## config.mk

```make
export PLATFORM = sky130hd
export DESIGN_NAME = gpd_regs
export DESIGN_NICKNAME = d
export VERILOG_FILES = /design/src/logic/gpd_pkg.sv /design/src/logic/gpd_pin_port.sv /design/src/logic/gpd_regs.sv
export VERILOG_INCLUDE_DIRS = /design/src /design/src/logic
export SDC_FILE = /design/constraint.sdc
export NUM_CORES = 1
export LEC_CHECK = 0
export BUFFER_PORTS_ARGS = -buffer_cell sky130_fd_sc_hd__clkbuf_2
export CAP_MARGIN = 10
export CORE_UTILIZATION = 40
export DETAILED_ROUTE_END_ITERATION = 10
export GPL_TIMING_DRIVEN = 0
export PLACE_DENSITY = 0.69
export RECOVER_POWER = 25
export SLEW_MARGIN = 20
export SYNTH_ARGS = -nofsm -noshare
export SYNTH_HDL_FRONTEND = slang
export SYNTH_HIERARCHICAL = 1
export SYNTH_SLANG_ARGS = --single-unit
```

## constraint.sdc

```tcl
create_clock -name ref_clk -period 4 [get_ports ref_clk]
set_clock_uncertainty 0.15 [all_clocks]
set_input_delay 0.6 -clock ref_clk [delete_from_list [all_inputs] [get_ports ref_clk]]
set_output_delay 0.6 -clock ref_clk [all_outputs]
set_load 0.02 [all_outputs]
```

## src/logic/gpd_params.svh

```systemverilog
/*
 * Constants of the general pin data and link diagnostic register block:
 * configuration offsets, reset values, write masks and pin sharing masks.
 * Assumes it is included by bare name and that every user is SystemVerilog.
 */
`ifndef GPD_PARAMS_SVH
`define GPD_PARAMS_SVH

// Configuration offsets, bytes
`define GPD_OFS_PIN_DIR 8'hb4
`define GPD_OFS_PIN_DATA 8'hb6
`define GPD_OFS_DIAG0 8'hc0
`define GPD_OFS_DIAG1 8'hc4

// Byte lane of the dword at b4h that carries the pin data low byte
`define GPD_PIN_DATA_LANE 2
// Bit of the dword at b4h where pin data bit 0 sits
`define GPD_PIN_DATA_POS 16

// Reset values
`define GPD_DIR_RESET 5'h00
`define GPD_PIN_LATCH_RESET 5'h00
`define GPD_DIAG0_RESET 32'h00000001
`define GPD_DIAG1_RESET 32'h00120108

// Software-writable bits: 18, 15:14, 11:7, 2, 1, 0
`define GPD_DIAG0_WMASK 32'h0004cf87
// Bits 31:21 of the second diagnostic register are reserved
`define GPD_DIAG1_WMASK 32'h001fffff

// Pins able to carry a secondary function: 0, 1, 3, 4 (pin 2 cannot)
`define GPD_SEC_CAPABLE 5'h1b

`endif

```

## src/logic/gpd_pkg.sv

```systemverilog
/*
 * Types of the pin data and link diagnostic register block: the states of
 * the access responder, the configuration request carrier, the layout of
 * the first diagnostic register and the secondary function bundle.
 * Assumes nothing beyond a SystemVerilog compiler.
 */
package gpd_pkg;

	// Access responder states, one-hot
	typedef enum logic [1:0] {
		GPD_ST_IDLE = 2'b01,
		GPD_ST_RESP = 2'b10
	} gpd_state_t;

	// One configuration access as the link core hands it over
	typedef struct packed {
		logic we;           // 1 write, 0 read
		logic [7:0] addr;   // Byte offset, dword aligned use of [7:2]
		logic [3:0] be;     // Byte enables
		logic [31:0] wdata; // Write data
	} gpd_cfg_req_t;

	// First diagnostic register, bit 31 first
	typedef struct packed {
		logic [7:0] captured_bus_number;    // 31:24
		logic [4:0] captured_device_number; // 23:19
		logic advisory_report_disable;      // 18
		logic [1:0] rsv_ro_17;              // 17:16
		logic [1:0] rsv_rw_15;              // 15:14
		logic [1:0] rsv_ro_13;              // 13:12
		logic [4:0] rsv_rw_11;              // 11:7
		logic [3:0] rsv_ro_6;               // 6:3
		logic mmio_cfg_access;              // 2
		logic rsv_rw_1;                     // 1
		logic hold_clock_request_asserted;  // 0
	} gpd_diag0_t;

	// Secondary functions sharing the pins
	typedef struct packed {
		logic [4:0] enable; // Pin taken by its secondary function
		logic [4:0] level;  // Level the function drives
		logic [4:0] drive;  // Function drives the pin, active high
	} gpd_sec_t;

endpackage

```

## src/logic/gpd_pin_port.sv

```systemverilog
/*
 * Output latches and pin drivers of the five general pins.
 * Assumes pin inputs synchronous to ref_clk and a synchronous reset that
 * already merges every reset source.
 */
`timescale 1ns/1ps
`include "gpd_params.svh"

module gpd_pin_port (
	input wire logic ref_clk,           // 125 MHz clock
	input wire logic any_reset,         // Merged synchronous reset
	input wire logic ce,                // Clock enable, freezes state when low
	input wire logic data_wr,           // Write to the pin data byte
	input wire logic [4:0] data_wdata,  // Written pin data
	input wire logic [4:0] dir,         // 1 = output mode
	input wire logic [4:0] sec_enable,  // Pin taken by secondary function
	input wire logic [4:0] sec_level,   // Secondary drive level
	input wire logic [4:0] sec_drive,   // Secondary drives the pin
	output logic [4:0] out_level,       // Output latches
	output logic [4:0] pin_out,         // Pin output value
	output logic [4:0] pin_oe_n         // Pin output enable, low drives
);

	logic [4:0] next_latch;  // Next output latches
	logic [4:0] next_out;    // Next pin value
	logic [4:0] next_oe_n;   // Next pin enable
	logic [4:0] take_mask;   // Bits that accept a write

	// Only general output pins take a written value; others keep theirs
	always_comb begin
		take_mask = dir & ~sec_enable;
		next_latch = out_level;
		if (data_wr) begin
			next_latch = (out_level & ~take_mask) | (data_wdata & take_mask);
		end
		// Secondary function owns the pad, else direction decides
		next_out = (sec_enable & sec_level) | (~sec_enable & out_level);
		next_oe_n = ~((sec_enable & sec_drive) | (~sec_enable & dir));
	end

	// Pads released at reset, so every pin starts as an input
	always_ff @(posedge ref_clk) begin
		if (any_reset) begin
			out_level <= `GPD_PIN_LATCH_RESET;
			pin_out <= 5'h00;
			pin_oe_n <= 5'h1f;
		end else if (ce) begin
			out_level <= next_latch;
			pin_out <= next_out;
			pin_oe_n <= next_oe_n;
		end
	end

endmodule

```

## src/logic/gpd_regs.sv

```systemverilog
/*
 * Pin data, pin direction and link diagnostic registers of the bridge
 * configuration space, with capture of the bus and device number.
 * Assumes one configuration access per request pulse from the link core,
 * pin inputs synchronous to ref_clk, and reset inputs synchronous too.
 */
`timescale 1ns/1ps
`include "gpd_params.svh"

module gpd_regs (
	input wire logic ref_clk,                      // 125 MHz clock
	input wire logic rst,                          // Power-on reset, active high
	input wire logic ce,                           // Clock enable
	input wire logic link_reset_in,                // Link fundamental reset
	input wire logic global_reset_in,              // Global reset input
	input wire logic cfg_req,                      // Access request pulse
	input wire gpd_pkg::gpd_cfg_req_t cfg_cmd,     // Access carrier
	output logic cfg_ack,                          // Access answer
	output logic [31:0] cfg_rdata,                 // Read data
	input wire logic tlp_cfg0_wr,                  // Type 0 config write seen
	input wire logic [7:0] tlp_bus_number,         // Its target bus
	input wire logic [4:0] tlp_device_number,      // Its target device
	input wire logic [4:0] pin_in,                 // Pin levels
	output logic [4:0] pin_out,                    // Pin drive values
	output logic [4:0] pin_oe_n,                   // Pin enables, low drives
	input wire gpd_pkg::gpd_sec_t sec,             // Secondary functions
	input wire logic clock_request_in,             // Power logic wants clock
	output logic clock_request_n,                  // Clock request pin
	output logic mmio_cfg_access_en,               // Config to mmio allowed
	output logic advisory_report_disable,          // Error method select
	output logic [31:0] diag1_value                // Second diagnostic register
);

	// Dword index of a byte offset
	function automatic logic [5:0] dword_of(input logic [7:0] a);
		return a[7:2];
	endfunction

	// Byte-lane merge limited to writable bits
	function automatic logic [31:0] merge_be(input logic [31:0] old,
		input logic [31:0] val, input logic [3:0] be, input logic [31:0] wmask);
		logic [31:0] m;
		m = {{8{be[3]}}, {8{be[2]}}, {8{be[1]}}, {8{be[0]}}} & wmask;
		return (old & ~m) | (val & m);
	endfunction

	logic any_reset;                  // Any of the three resets
	gpd_pkg::gpd_state_t state;       // Responder state
	gpd_pkg::gpd_state_t next_state;  // Next responder state
	logic [4:0] dir;                  // Pin direction bits
	logic [4:0] next_dir;             // Next direction bits
	gpd_pkg::gpd_diag0_t diag0;       // First diagnostic register
	gpd_pkg::gpd_diag0_t next_diag0;  // Its next value
	logic [31:0] diag1;               // Second diagnostic register
	logic [31:0] next_diag1;          // Its next value
	logic [31:0] next_rdata;          // Next read data
	logic next_clkreq_n;              // Next clock request pin
	logic take;                       // Access accepted this edge
	logic hit_pin;                    // Dword b4h addressed
	logic hit_d0;                     // Dword c0h addressed
	logic hit_d1;                     // Dword c4h addressed
	logic [4:0] sec_eff;              // Secondary enables on capable pins
	logic [4:0] drive_mask;           // General output pins
	logic [4:0] out_level;            // Output latches
	logic [4:0] rd_level;             // Pin data as read
	logic data_wr;                    // Write hits pin data byte

	// Three reset sources act alike on every stored field
	assign any_reset = rst | link_reset_in | global_reset_in;

	// Pin 2 has no secondary function, so its enable is dropped here
	assign sec_eff = sec.enable & `GPD_SEC_CAPABLE;
	assign drive_mask = dir & ~sec_eff;

	// Inputs and shared pins read the pad; outputs read their latch
	assign rd_level = (drive_mask & out_level) | (~drive_mask & pin_in);

	// Decode is on dwords; b6h shares the dword at b4h
	assign hit_pin = dword_of(cfg_cmd.addr) == dword_of(`GPD_OFS_PIN_DIR);
	assign hit_d0 = dword_of(cfg_cmd.addr) == dword_of(`GPD_OFS_DIAG0);
	assign hit_d1 = dword_of(cfg_cmd.addr) == dword_of(`GPD_OFS_DIAG1);

	// A request is taken only while idle and enabled
	assign take = ce && cfg_req && (state == gpd_pkg::GPD_ST_IDLE);
	assign data_wr = take && cfg_cmd.we && hit_pin && cfg_cmd.be[`GPD_PIN_DATA_LANE];

	// Answer is a handshake output, so it may follow the state directly
	assign cfg_ack = ce && (state == gpd_pkg::GPD_ST_RESP);

	// Control fields go straight out of their flip-flops
	assign mmio_cfg_access_en = diag0.mmio_cfg_access;
	assign advisory_report_disable = diag0.advisory_report_disable;
	assign diag1_value = diag1;

	gpd_pin_port u_pins (
		.ref_clk(ref_clk),
		.any_reset(any_reset),
		.ce(ce),
		.data_wr(data_wr),
		.data_wdata(cfg_cmd.wdata[`GPD_PIN_DATA_POS +: 5]),
		.dir(dir),
		.sec_enable(sec_eff),
		.sec_level(sec.level),
		.sec_drive(sec.drive),
		.out_level(out_level),
		.pin_out(pin_out),
		.pin_oe_n(pin_oe_n)
	);

	// Responder: one answer cycle after each accepted request
	always_comb begin
		next_state = state;
		case (state)
			gpd_pkg::GPD_ST_IDLE: begin
				if (take) begin
					next_state = gpd_pkg::GPD_ST_RESP;
				end
			end
			gpd_pkg::GPD_ST_RESP: begin
				next_state = gpd_pkg::GPD_ST_IDLE;
			end
			default: begin
				next_state = gpd_pkg::GPD_ST_IDLE;
			end
		endcase
	end

	// Register contents and read data
	always_comb begin
		next_dir = dir;
		next_diag0 = diag0;
		next_diag1 = diag1;
		next_rdata = cfg_rdata;
		if (take && cfg_cmd.we) begin
			// Direction sits in the low byte of the pin dword
			if (hit_pin && cfg_cmd.be[0]) begin
				next_dir = cfg_cmd.wdata[4:0];
			end
			// Reserved read-only bits and captured numbers are not in the mask
			if (hit_d0) begin
				next_diag0 = merge_be(diag0, cfg_cmd.wdata, cfg_cmd.be,
					`GPD_DIAG0_WMASK);
			end
			// Writable reserved bits are kept as written; zero is expected
			if (hit_d1) begin
				next_diag1 = merge_be(diag1, cfg_cmd.wdata, cfg_cmd.be,
					`GPD_DIAG1_WMASK);
			end
		end
		// Capture follows software, so a same-edge write cannot undo it
		if (tlp_cfg0_wr) begin
			next_diag0.captured_bus_number = tlp_bus_number;
			next_diag0.captured_device_number = tlp_device_number;
		end
		if (take && !cfg_cmd.we) begin
			// Unmapped dwords read as zero
			next_rdata = 32'h00000000;
			if (hit_pin) begin
				next_rdata = {11'h000, rd_level, 11'h000, dir};
			end else if (hit_d0) begin
				next_rdata = diag0;
			end else if (hit_d1) begin
				next_rdata = diag1;
			end
		end
		// Forced request wins over the power logic's own wish
		next_clkreq_n = ~(diag0.hold_clock_request_asserted | clock_request_in);
	end

	// Reset ahead of the enable so a frozen block still resets
	always_ff @(posedge ref_clk) begin
		if (any_reset) begin
			state <= gpd_pkg::GPD_ST_IDLE;
			dir <= `GPD_DIR_RESET;
			diag0 <= `GPD_DIAG0_RESET;
			diag1 <= `GPD_DIAG1_RESET;
			cfg_rdata <= 32'h00000000;
			clock_request_n <= 1'b1;
		end else if (ce) begin
			state <= next_state;
			dir <= next_dir;
			diag0 <= next_diag0;
			diag1 <= next_diag1;
			cfg_rdata <= next_rdata;
			clock_request_n <= next_clkreq_n;
		end
	end
endmodule

```

# Word level (Yosys, flattened, before mapping)
# Cells that the tools add are included.
# totals
reg_bits,119
latch_bits,0
ram_bits,0
mem_bits_ro,0
input_bits,86
out_inout_bits,78
word_cells,78
memories,0
# classes
addsub,0
mul,0
n_div,0
magnitude_cmp,0
eq_ne,6
shifts,0
mux,8
bitwise_logic,27
reduce_logical,18
# ops
operator,n
2-to-1 mux 32 bit,5
bitwise AND 32 bit,2
OR 32 bit,2
bitwise AND 5 bit,8
bitwise AND 32 x 19 -> 32 bit,1
bitwise AND 32 x 21 -> 32 bit,1
NOT 19 -> 32 bit,1
NOT 21 -> 32 bit,1
OR 5 bit,4
== test 6 bit (second input constant),3
NOT 5 bit,3
2-to-1 mux 13 bit,1
AND reduction 3 bit,4
logical AND 1 bit,8
AND reduction 2 bit,3
2-to-1 mux 2 bit,2
nonzero test 2 bit,2
OR 1 bit,3
== test 2 x 1 -> 1 bit (second input constant),1
== test 2 bit (second input constant),1
!= test 2 bit (second input constant),1
logical NOT 1 bit,1
NOT 1 bit,1

# Logic depth before layout (Yosys ltp)
# Gate-level depths: netlist of the first run.
# depth
word_depth,6
mapped_depth,7
mapped_depth_nobuf,5

# Hierarchy
# The synthesis of the first run kept the hierarchy.
# by_module_without_submodules
mod,n_inst,cells_per_inst,area_per_inst_um2,seq_area_each_um2
gpd_regs,1,394,3495.9,1701.6
gpd_pin_port,1,69,708.2,300.3

# Worst setup path before layout of the first run
# No wires, ideal clock.
# synth_timing
path_type,input to register
start,input port cfg_cmd[40] in the netlist's numbering
end,register (tool-made name)
setup_ns,0.127
t_arrival_ns,1.727
required_ns,3.723
path_slack_ns,1.996
cell_stages,5
path_buffers,1
path_cell_list,nand4bb_1 > buf_2 > nor4_4 > mux2i_1 > nand2_1
# synth_rtl
item,line,source
"start, declared",gpd_regs.sv:17,"input wire gpd_pkg::gpd_cfg_req_t cfg_cmd,"

==> key figures, run 1 <==
Status
  – Status: completed

Cells and area
  – Register area: 2000 um2
  – P&R area growth vs syn: 25.3%
  – Most frequent cells in the layout: 100 x dfxtp_1, 95 x clkbuf_2, 65 x clkbuf_1, 51 x nand2_1, 46 x nor2_1
  – Post-route cell area: 5270 um2
  – Diode count: 0
  – Footprint of the multi-input gates: 2010 um2
  – Fin nets: 709
  – FILL cells: 1,029
  – Fraction of layout cells with a size suffix above 1: 23.1%
  – Most common cell after layout, fill and taps aside: dfxtp_1
  – Post-layout util: 51.3%

Global route
  – First-pass GRT wire length: 19.7 mm
  – Vias in the first global route: 3,914
  – GRT overflow: 0
  – Largest net degree at the start of global routing: 20
  – Initial antenna violation count: 0
  – GR Util All Layers: 22.8%

STA
  – Final setup viols: 0
  – Worst-Margin Slew: 0.739 ns
  – Worst rel slew slack: 50.4%
  – Setup TNS: 0 ns
  – Period minus WS final: 2.13 ns
  – Final cycle utilization of the critical path: 53.2%
  – Slew Viols, Final: 0
  – Final number of hold-violating endpoints: 0
  – RSZ-0062 raised after global routing: no
  – Worst Slack Setup Final: 1.87 ns
  – Max Fclk: 470 MHz

Yosys
  – Seq/Total Area, Yosys: 47.6%
  – Main synth FF type: dfxtp_1
  – Mean Syn Cell Area: 9.08 um2
  – Mux cell area share after synthesis: 10.1%
  – Synth Cell Area: 4200 um2
  – FF+latch count, synth: 100
  – Synth top area share: 47.6%
  – Post-Synth Simple-Gate Area: 19.9%
  – Combinational family with the most area after synthesis: simple AND/OR/NAND/NOR gates
  – Synth async-reset ratio: 0%
  – Gate count after technology mapping: 463
  – Yosys warnings: 6
  – Synth Area in Adders: 0%
  – Compound-cell area share of the yosys netlist: 16.5%
  – Area contributors post-synth: dfxtp_1 48%, mux2i_1 8.8%, nand2_1 4.6%, nor2_1 4.1%, o21ai_0 3.9%
  – Post-synth EDFFs: 0
  – Post-synth top area cell: dfxtp_1
  – Synth Area in XOR/XNOR: 0%
  – Synth unique cells: 36

Placement
  – Post-DP HPWL: 9.30 mm
  – GPL Wtd Cong: 0.806
  – Pre-CTS setup slack: 1.50 ns
  – DP Area: 5100 um2
  – Port bufs: 136

Clock tree
  – Hold-fix buffers, CTS: 0
  – Root Buffer: clkbuf_8
  – Setup Fix Bufs, Post-CTS: 0
  – Clk sinks: 100
  – Clock latency at the later pin of the worst-skew pair: 0.37 ns
  – CTS tree: yes
  – Num CTS Buffers: 9
  – Post_cts resized: 0
  – Longest Clk Path Bufs: 2
  – H-tree level count: 3
  – Clk slew on worst S/H paths: 0.11 ns

Critical path
  – Crit path max-delay cell type: nor2_1
  – CP Class: in2reg
  – Crit. End Element: flip-flop
  – Worst EP arrival: 2.24 ns
  – CP peak stage delay: 0.41 ns
  – Req. time, crit path: 4.11 ns
  – CP Cell Sequence: clkbuf_2, buf_6, and4b_1, buf_2, nand3_1, nor2_1, nand4b_1, mux2i_1
  – CP max FO: 9
  – Setup crit start kind: input pin

Die
  – Die area: 10,900 um2
  – Initial core utilization: 40.9%
  – Core ar.: 10,300 um2
  – Die Span X: 105 um
  – Chip height: 105 um
  – I/O pin total: 164
  – Cell Rows: 37

Routing
  – Via density per instance: 5.20
  – Via count: 3,971
  – Initial DRT Pass Iterations: 5
  – WL/cell: 16.2 um
  – Final WL: 12.4 mm
  – Initial DRC count: 234
  – Routed Antenna Nets: 0
  – Drt drc: 0

Worst hold path
  – Hold Crit Class: in2reg

Power
  – Total power divided by cell area: 352 nW/um2
  – Lkg Pwr: 2.05 nW
  – Total power: 1.86 mW
  – Maximum vdd drop: 0.000172 V

Job
  – Number of max-cap violations: 0
-- routing by layer --
metal	vias to the layer above	global-route usage [%]	share of wire, %
met1	1830	30.6	45
met4	0	8.57	2.2
met5	-	0	0
li1	1940	-	-
met2	175	35.4	45
met3	26	5.20	7.7
-- cell usage after synthesis, types with 2 or more instances --
library cell  count
nand4b_1          5
or2_2             2
and3_1            3
mux2i_1          37
buf_4            12
dfxtp_1         100
nand2b_1         16
o211ai_1          9
clkbuf_1         24
a211oi_1          5
nor4_4            2
nand2_1          51
nor2_1           46
a221oi_1         16
a21oi_1          26
buf_2             9
mux2_2            5
a22oi_1          11
nor2b_1           8
o21ai_0          33
a211o_1           6
nand3_1          23
-- worst max-delay path: cells and delay by family --
kind | cells | cell delay [ns]
AND/OR/NAND/NOR | 4 | 0.97
buffers and inverters | 3 | 0.52
multiplexers | 1 | 0.14
-- cell type report --
class | count | area share, %
Multi-Input combinational cell | 329 | 38.2
Sequential cell | 100 | 38.0
Clock inverter | 7 | 1.73
Clock buffer | 9 | 2.35
Timing Repair Buffer | 136 | 11.9
Tap cell | 136 | 3.23
Buffer | 46 | 4.49
Inverter | 1 | 0.0713
-- power breakdown --
part	leakage, nW	total, mW	internal (mW)	switching [mW]
Clock	0.107	0.697	0.308	0.389
Combinational	1.13	0.154	0.0613	0.0932
Sequential	0.807	1.00	1.00	0.00321
Total	2.05	1.86	1.37	0.486
-- final timing paths --
kind | start | end | slack [ns] | depth (start not counted)
worst max-delay path | ce | flip-flop | 1.87 | 8
worst min-delay path | tlp_bus_number[0] | diag0[24]$_SDFFE_PP0P_ | 0.29 | 3
worst max register to register | state[0]$_SDFFE_PP1P_ | flip-flop | 2.02 | 6
worst min register to register | diag0[24]$_SDFFE_PP0P_ | diag0[24]$_SDFFE_PP0P_ | 0.31 | 2
-- cell families (layout without fill, tap and decap cells) --
logic type | Yosys count | in the layout
flops | 100 | 100
mux | 42 | 42
simple gates | 165 | 165
buf+inv | 47 | 199
compound gates | 108 | 108
other cells | 1 | 14
-- stage by stage --
stage	hold WS, ns	std cells
2_1_floorplan	0.286	476
3_3_place_gp	0.292	748
3_5_place_dp	0.299	748
4_1_cts	0.279	764
5_1_grt	0.299	764
6_report	0.287	764
Note: power is estimated with default switching activity, not from simulation.
==> run 2, diff against run 1 <==
--- a/config.mk
+++ b/config.mk
@@ -11,7 +11,7 @@
 export CORE_UTILIZATION = 40
 export DETAILED_ROUTE_END_ITERATION = 10
 export GPL_TIMING_DRIVEN = 0
-export PLACE_DENSITY = 0.69
+export PLACE_DENSITY = 0.71
 export RECOVER_POWER = 25
 export SLEW_MARGIN = 20
 export SYNTH_ARGS = -nofsm -noshare
==> constraint.sdc (replaced) <==
create_clock -name ref_clk -period 1.7 [get_ports ref_clk]
set_clock_uncertainty 0.15 [all_clocks]
set_input_delay 0.255 -clock ref_clk [delete_from_list [all_inputs] [get_ports ref_clk]]
set_output_delay 0.255 -clock ref_clk [all_outputs]
set_load 0.02 [all_outputs]
==> run 2 against run 1 <==
  * Clock-buffer cell count stayed put
  * Clock power rose by 140%
  * Largest cell class unchanged
  * Largest power group unchanged
  * Sequential cell count is the same
  * Cell area is 7.3% higher
==> key figures, run 2 (synthesized netlist as in run 1, its figures left out) <==
Status
  – Status: completed

Power
  – Total power: 4.43 mW
  – Total power divided by cell area: 784 nW/um2
  – Maximum vdd drop: 0.000487 V
  – Lkg Pwr: 2.24 nW

Clock tree
  – Longest Clk Path Bufs: 2
  – Clock latency at the later pin of the worst-skew pair: 0.37 ns
  – Clk sinks: 100
  – Root Buffer: clkbuf_8
  – H-tree level count: 3
  – Clk slew on worst S/H paths: 0.11 ns
  – Num CTS Buffers: 9
  – CTS tree: yes

Critical path
  – CP max FO: 7
  – CP Class: reg2reg
  – Req. time, crit path: 1.81 ns
  – Crit path max-delay cell type: and4b_2
  – Crit. End Element: flip-flop
  – CP Cell Sequence: and4b_2, and3_1, buf_6, nand2_2, a211o_1
  – CP peak stage delay: 0.36 ns
  – Worst EP arrival: 1.80 ns
  – Setup crit start kind: flip-flop

Placement
  – GPL Wtd Cong: 0.838
  – Port bufs: 136
  – Post-DP HPWL: 9.36 mm

STA
  – Worst-Margin Slew: 0.632 ns
  – Final cycle utilization of the critical path: 99.2%
  – Slew Viols, Final: 0
  – Final setup viols: 0
  – Final number of hold-violating endpoints: 0
  – Period minus WS final: 1.69 ns
  – RSZ-0062 raised after global routing: yes
  – Setup TNS: 0 ns
  – Worst rel slew slack: 57.9%
  – Max Fclk: 593 MHz

Global route
  – Largest net degree at the start of global routing: 20
  – First-pass GRT wire length: 20.5 mm
  – Initial antenna violation count: 0
  – GRT overflow: 0
  – Vias in the first global route: 4,144
  – GR Util All Layers: 23.9%

Cells and area
  – Diode count: 0
  – Fraction of layout cells with a size suffix above 1: 26.2%
  – Most frequent cells in the layout: 107 x clkbuf_2, 98 x dfxtp_1, 50 x nand2_1, 48 x clkbuf_1, 43 x nor2_1
  – P&R area growth vs syn: 34.5%
  – Most common cell after layout, fill and taps aside: clkbuf_2
  – Fin nets: 737

Die
  – I/O pin total: 164
  – Initial core utilization: 40.9%
  – Die area: 10,900 um2
  – Core ar.: 10,300 um2
  – Cell Rows: 37
  – Die Span X: 105 um
  – Chip height: 105 um

Routing
  – WL/cell: 16.3 um
  – Via count: 4,144
  – Routed Antenna Nets: 0
  – Initial DRT Pass Iterations: 5
  – Initial DRC count: 234
  – Drt drc: 0
  – Final WL: 12.9 mm
  – Via density per instance: 5.23

Job
  – Number of max-cap violations: 0

Worst hold path
  – Hold Crit Class: in2reg
-- run 2: changes by cell type in the layout (fill, tap and decap cells not counted), sizes merged --
cell / previous run / this run
buf: 22 / 26
clkinv: 1 / 2
clkbuf: 169 / 164
clkinvlp: 1 / 0
dlygate4sd3: 0 / 29
-- run 2: final timing paths --
check / cells after the start / start / slack, ns / to
hold / removal: 3 / cfg_cmd[18] / 0.01 / flip-flop
hold reg to reg: 2 / diag0[31]$_SDFFE_PP0P_ / 0.31 / diag0[31]$_SDFFE_PP0P_
setup reg to reg: 5 / state[1]$_SDFFE_PP0P_ / 0.01 / flip-flop
setup / recovery: 5 / state[1]$_SDFFE_PP0P_ / 0.01 / flip-flop
-- run 2: power breakdown --
part	leakage, nW	total [mW]	switching, mW	internal [mW]
clock network	0.109	1.64	0.919	0.722
registers	0.807	2.36	0.00773	2.35
logic	1.32	0.428	0.237	0.191
-- run 2: area by class of cell --
class,count,area (um2)
fill,995,4620
multi-input combinational,329,2050
sequential,100,2010
timing repair buffer,167,957
buffer,43,245
tap,136,170
clock buffer,9,124
clock inverter,7,92.6
inverter,1,3.75
-- run 2: metal layers --
layer	vias to the layer above	track usage (%)	share of wire, %	wire, um
li1	1997	-	-	-
met1	1948	29.0	43	5580
met2	177	40.4	47	6130
met3	22	6.70	7.2	924
met4	0	8.27	2.1	272
met5	-	0	0	0
-- run 2: what timing repair did --
action	CTS	global route
gates resized for setup	16	18
pin swaps	3	2
hold endpoints to repair	39	0
buffers inserted	2	0
endpoints found under the setup margin	69	54
hold buffers	29	0
-- run 2: worst max-delay path: cells and delay by family, from the launching register on --
family | cells | cell delay (ns)
DFF | 1 | 0.35
and+or+nand+nor | 3 | 0.65
AOI/OAI and AO/OA | 1 | 0.31
buffers and inverters | 1 | 0.13
-- run 2: metrics by stage --
step | instances | worst slack, ns | area (um2) | utilization, % | hold slack, ns
after detailed placement | 748 | -0.450 | 5100 | 49.7 | 0.298
after global routing | 792 | -0.0392 | 5650 | 55.0 | 0.00357
after floorplan | 476 | 0.0145 | 4250 | - | 0.233
after global placement | 748 | -0.437 | 5100 | 49.7 | 0.289
final | 792 | 0.0135 | 5650 | 55.0 | 0.0118
after CTS | 794 | 0.00531 | 5670 | 55.2 | 0.000803
==> run 3, diff against run 2 <==
--- a/config.mk
+++ b/config.mk
@@ -6,12 +6,12 @@
 export SDC_FILE = /design/constraint.sdc
 export NUM_CORES = 1
 export LEC_CHECK = 0
-export BUFFER_PORTS_ARGS = -buffer_cell sky130_fd_sc_hd__clkbuf_2
 export CAP_MARGIN = 10
 export CORE_UTILIZATION = 40
 export DETAILED_ROUTE_END_ITERATION = 10
+export DONT_BUFFER_PORTS = 1
 export GPL_TIMING_DRIVEN = 0
-export PLACE_DENSITY = 0.71
+export PLACE_DENSITY = 0.57
 export RECOVER_POWER = 25
 export SLEW_MARGIN = 20
 export SYNTH_ARGS = -nofsm -noshare
==> run 3 against run 2 <==
  * The run now ends with setup timing left
  * First-iteration DRC count grew 3.0%
  * Critical path depth grew 1
  * Cell area shrank 6.4%
  * Largest cell class unchanged
==> key figures, run 3 (synthesized netlist as in run 1, its figures left out) <==
Status
  – Status: finished with violations
  – Failing checks: setup timing

STA
  – Worst Slack Setup Final: -0.0109 ns
  – Final setup viols: 1
  – Max Fclk: 584 MHz
  – Period minus WS final: 1.71 ns
  – RSZ-0062 raised after global routing: yes
  – Final cycle utilization of the critical path: 101%
  – Worst-Margin Slew: 0.686 ns
  – Worst rel slew slack: 54.2%
  – Final Hold Slack: 0.00894 ns
  – Slew Viols, Final: 0
  – Setup TNS: -0.0109 ns
  – Final number of hold-violating endpoints: 0

Placement
  – Placed cells: 612
  – Post-DP HPWL: 8.88 mm
  – Port bufs: 0
  – GPL Wtd Cong: 0.790

Cells and area
  – Post-Layout Cell Count: 685
  – Most frequent cells in the layout: 98 x dfxtp_1, 55 x dlygate4sd3_1, 50 x nand2_1, 43 x nor2_1, 37 x mux2i_1
  – Fraction of layout cells with a size suffix above 1: 13.5%
  – P&R area growth vs syn: 26.0%
  – Most common cell after layout, fill and taps aside: dfxtp_1
  – Fin nets: 630
  – FILL cells: 996
  – Diode count: 0

Routing
  – Via count: 3,699
  – WL/cell: 18.6 um
  – Initial DRT Pass Iterations: 4
  – Initial DRC count: 241
  – Final WL: 12.7 mm
  – Via density per instance: 5.40
  – Routed Antenna Nets: 0
  – Drt drc: 0

Power
  – Combinational share of power: 8.8%
  – Maximum vdd drop: 0.000553 V
  – Switching Power: 1.13 mW
  – P_int: 3.10 mW
  – Total power divided by cell area: 800 nW/um2
  – Seq pwr share: 56.0%
  – Switch share: 26.8%
  – Clock share of power: 35.2%
  – Lkg Pwr: 1.88 nW

Critical path
  – CP Class: reg2reg
  – CP Cell Sequence: and4b_1, buf_6, and3_1, buf_6, and3_1, a211o_1
  – Crit path max-delay cell type: dfxtp_4
  – Delay-heaviest family, CP: simple AND/OR/NAND/NOR gates
  – Req. time, crit path: 1.81 ns
  – Crit. End Element: flip-flop
  – Worst EP arrival: 1.82 ns
  – Setup crit start kind: flip-flop
  – CP bufs+invs: 2
  – CP peak stage delay: 0.37 ns
  – CP max FO: 7

Global route
  – Initial antenna violation count: 0
  – First-pass GRT wire length: 20.1 mm
  – Largest net degree at the start of global routing: 20
  – GRT overflow: 0
  – Vias in the first global route: 3,671
  – GR Util All Layers: 23.8%

Clock tree
  – Num CTS Buffers: 9
  – Clk sinks: 100
  – CTS tree: yes
  – Clock latency at the later pin of the worst-skew pair: 0.36 ns
  – Clk slew on worst S/H paths: 0.11 ns
  – Root Buffer: clkbuf_8
  – Longest Clk Path Bufs: 2
  – H-tree level count: 3

Die
  – I/O pin total: 164
  – Cell Rows: 37
  – Core ar.: 10,300 um2
  – Die Span X: 105 um
  – Chip height: 105 um
  – Initial core utilization: 40.9%
  – Die area: 10,900 um2

Worst hold path
  – Hold Crit Class: in2reg

Job
  – Number of max-cap violations: 0
-- run 3: metal layers --
| layer | track usage, % | wire length (um) | vias up |
|---|---|---|---|
| met1 | 28.6 | 5380 | 1766 |
| met5 | 0 | 0 | - |
| met4 | 5.41 | 182 | 0 |
| li1 | - | - | 1786 |
| met3 | 8.15 | 1090 | 14 |
| met2 | 40.5 | 6090 | 133 |
-- run 3: power by group through the flow --
stage | sequential (mW) | combinational [mW] | clock [mW]
2_1_floorplan | 2.43 | 0.191 | 0
3_3_place_gp | 2.43 | 0.246 | 0
3_5_place_dp | 2.43 | 0.248 | 0
4_1_cts | 2.37 | 0.360 | 1.52
5_1_grt | 2.38 | 0.405 | 1.61
6_report | 2.37 | 0.374 | 1.49
-- run 3: final timing paths --
check | from | to | slack, ns | cells after the start
max | state[0]$_SDFFE_PP1P_ | flip-flop | -0.01 | 6
min | sec[11] | u_pins/pin_oe_n[1]$_SDFFE_PP1P_ | 0.009 | 2
min reg2reg | diag0[22]$_SDFFE_PP0P_ | diag0[22]$_SDFFE_PP0P_ | 0.31 | 2
max reg2reg | state[0]$_SDFFE_PP1P_ | flip-flop | -0.01 | 6
-- run 3: cell type report --
cell class                 count  area, um2  share of cell area [%]
sequential                   100       2010                    37.9
buffer                        45        273                    5.15
timing repair buffer          58        573                    10.8
clock buffer                   9        124                    2.34
multi-input combinational    329       2080                    39.2
inverter                       1       3.75                  0.0709
tap                          136        170                    3.21
clock inverter                 7       68.8                    1.30
-- run 3: worst register-to-register path, delay by kind of cell, from the launching register on --
family,cells,cell delay (ns)
simple gates,3,0.55
flops,1,0.37
buf+inv,2,0.28
compound gates,1,0.25
-- run 3: through the flow --
step | setup slack, ns | instance area (um2) | power, mW | util, %
finish | -0.0109 | 5300 | 4.24 | 51.5
global route | -0.0362 | 5300 | 4.40 | 51.5
CTS | -0.00132 | 5230 | 4.26 | 50.9
detailed placement | -0.334 | 4420 | 2.68 | 43.0
global placement | -0.307 | 4420 | 2.67 | 43.0
floorplan | 0.0145 | 4250 | 2.62 | -
-- run 3: timing repair --
item                       in CTS  in global routing
hold buffers                   54                  1
setup endpoints to repair      69                 63
hold endpoints to repair       66                  1
pin swaps                       3                  0
buffers inserted                3                  0
resized for setup              19                 26
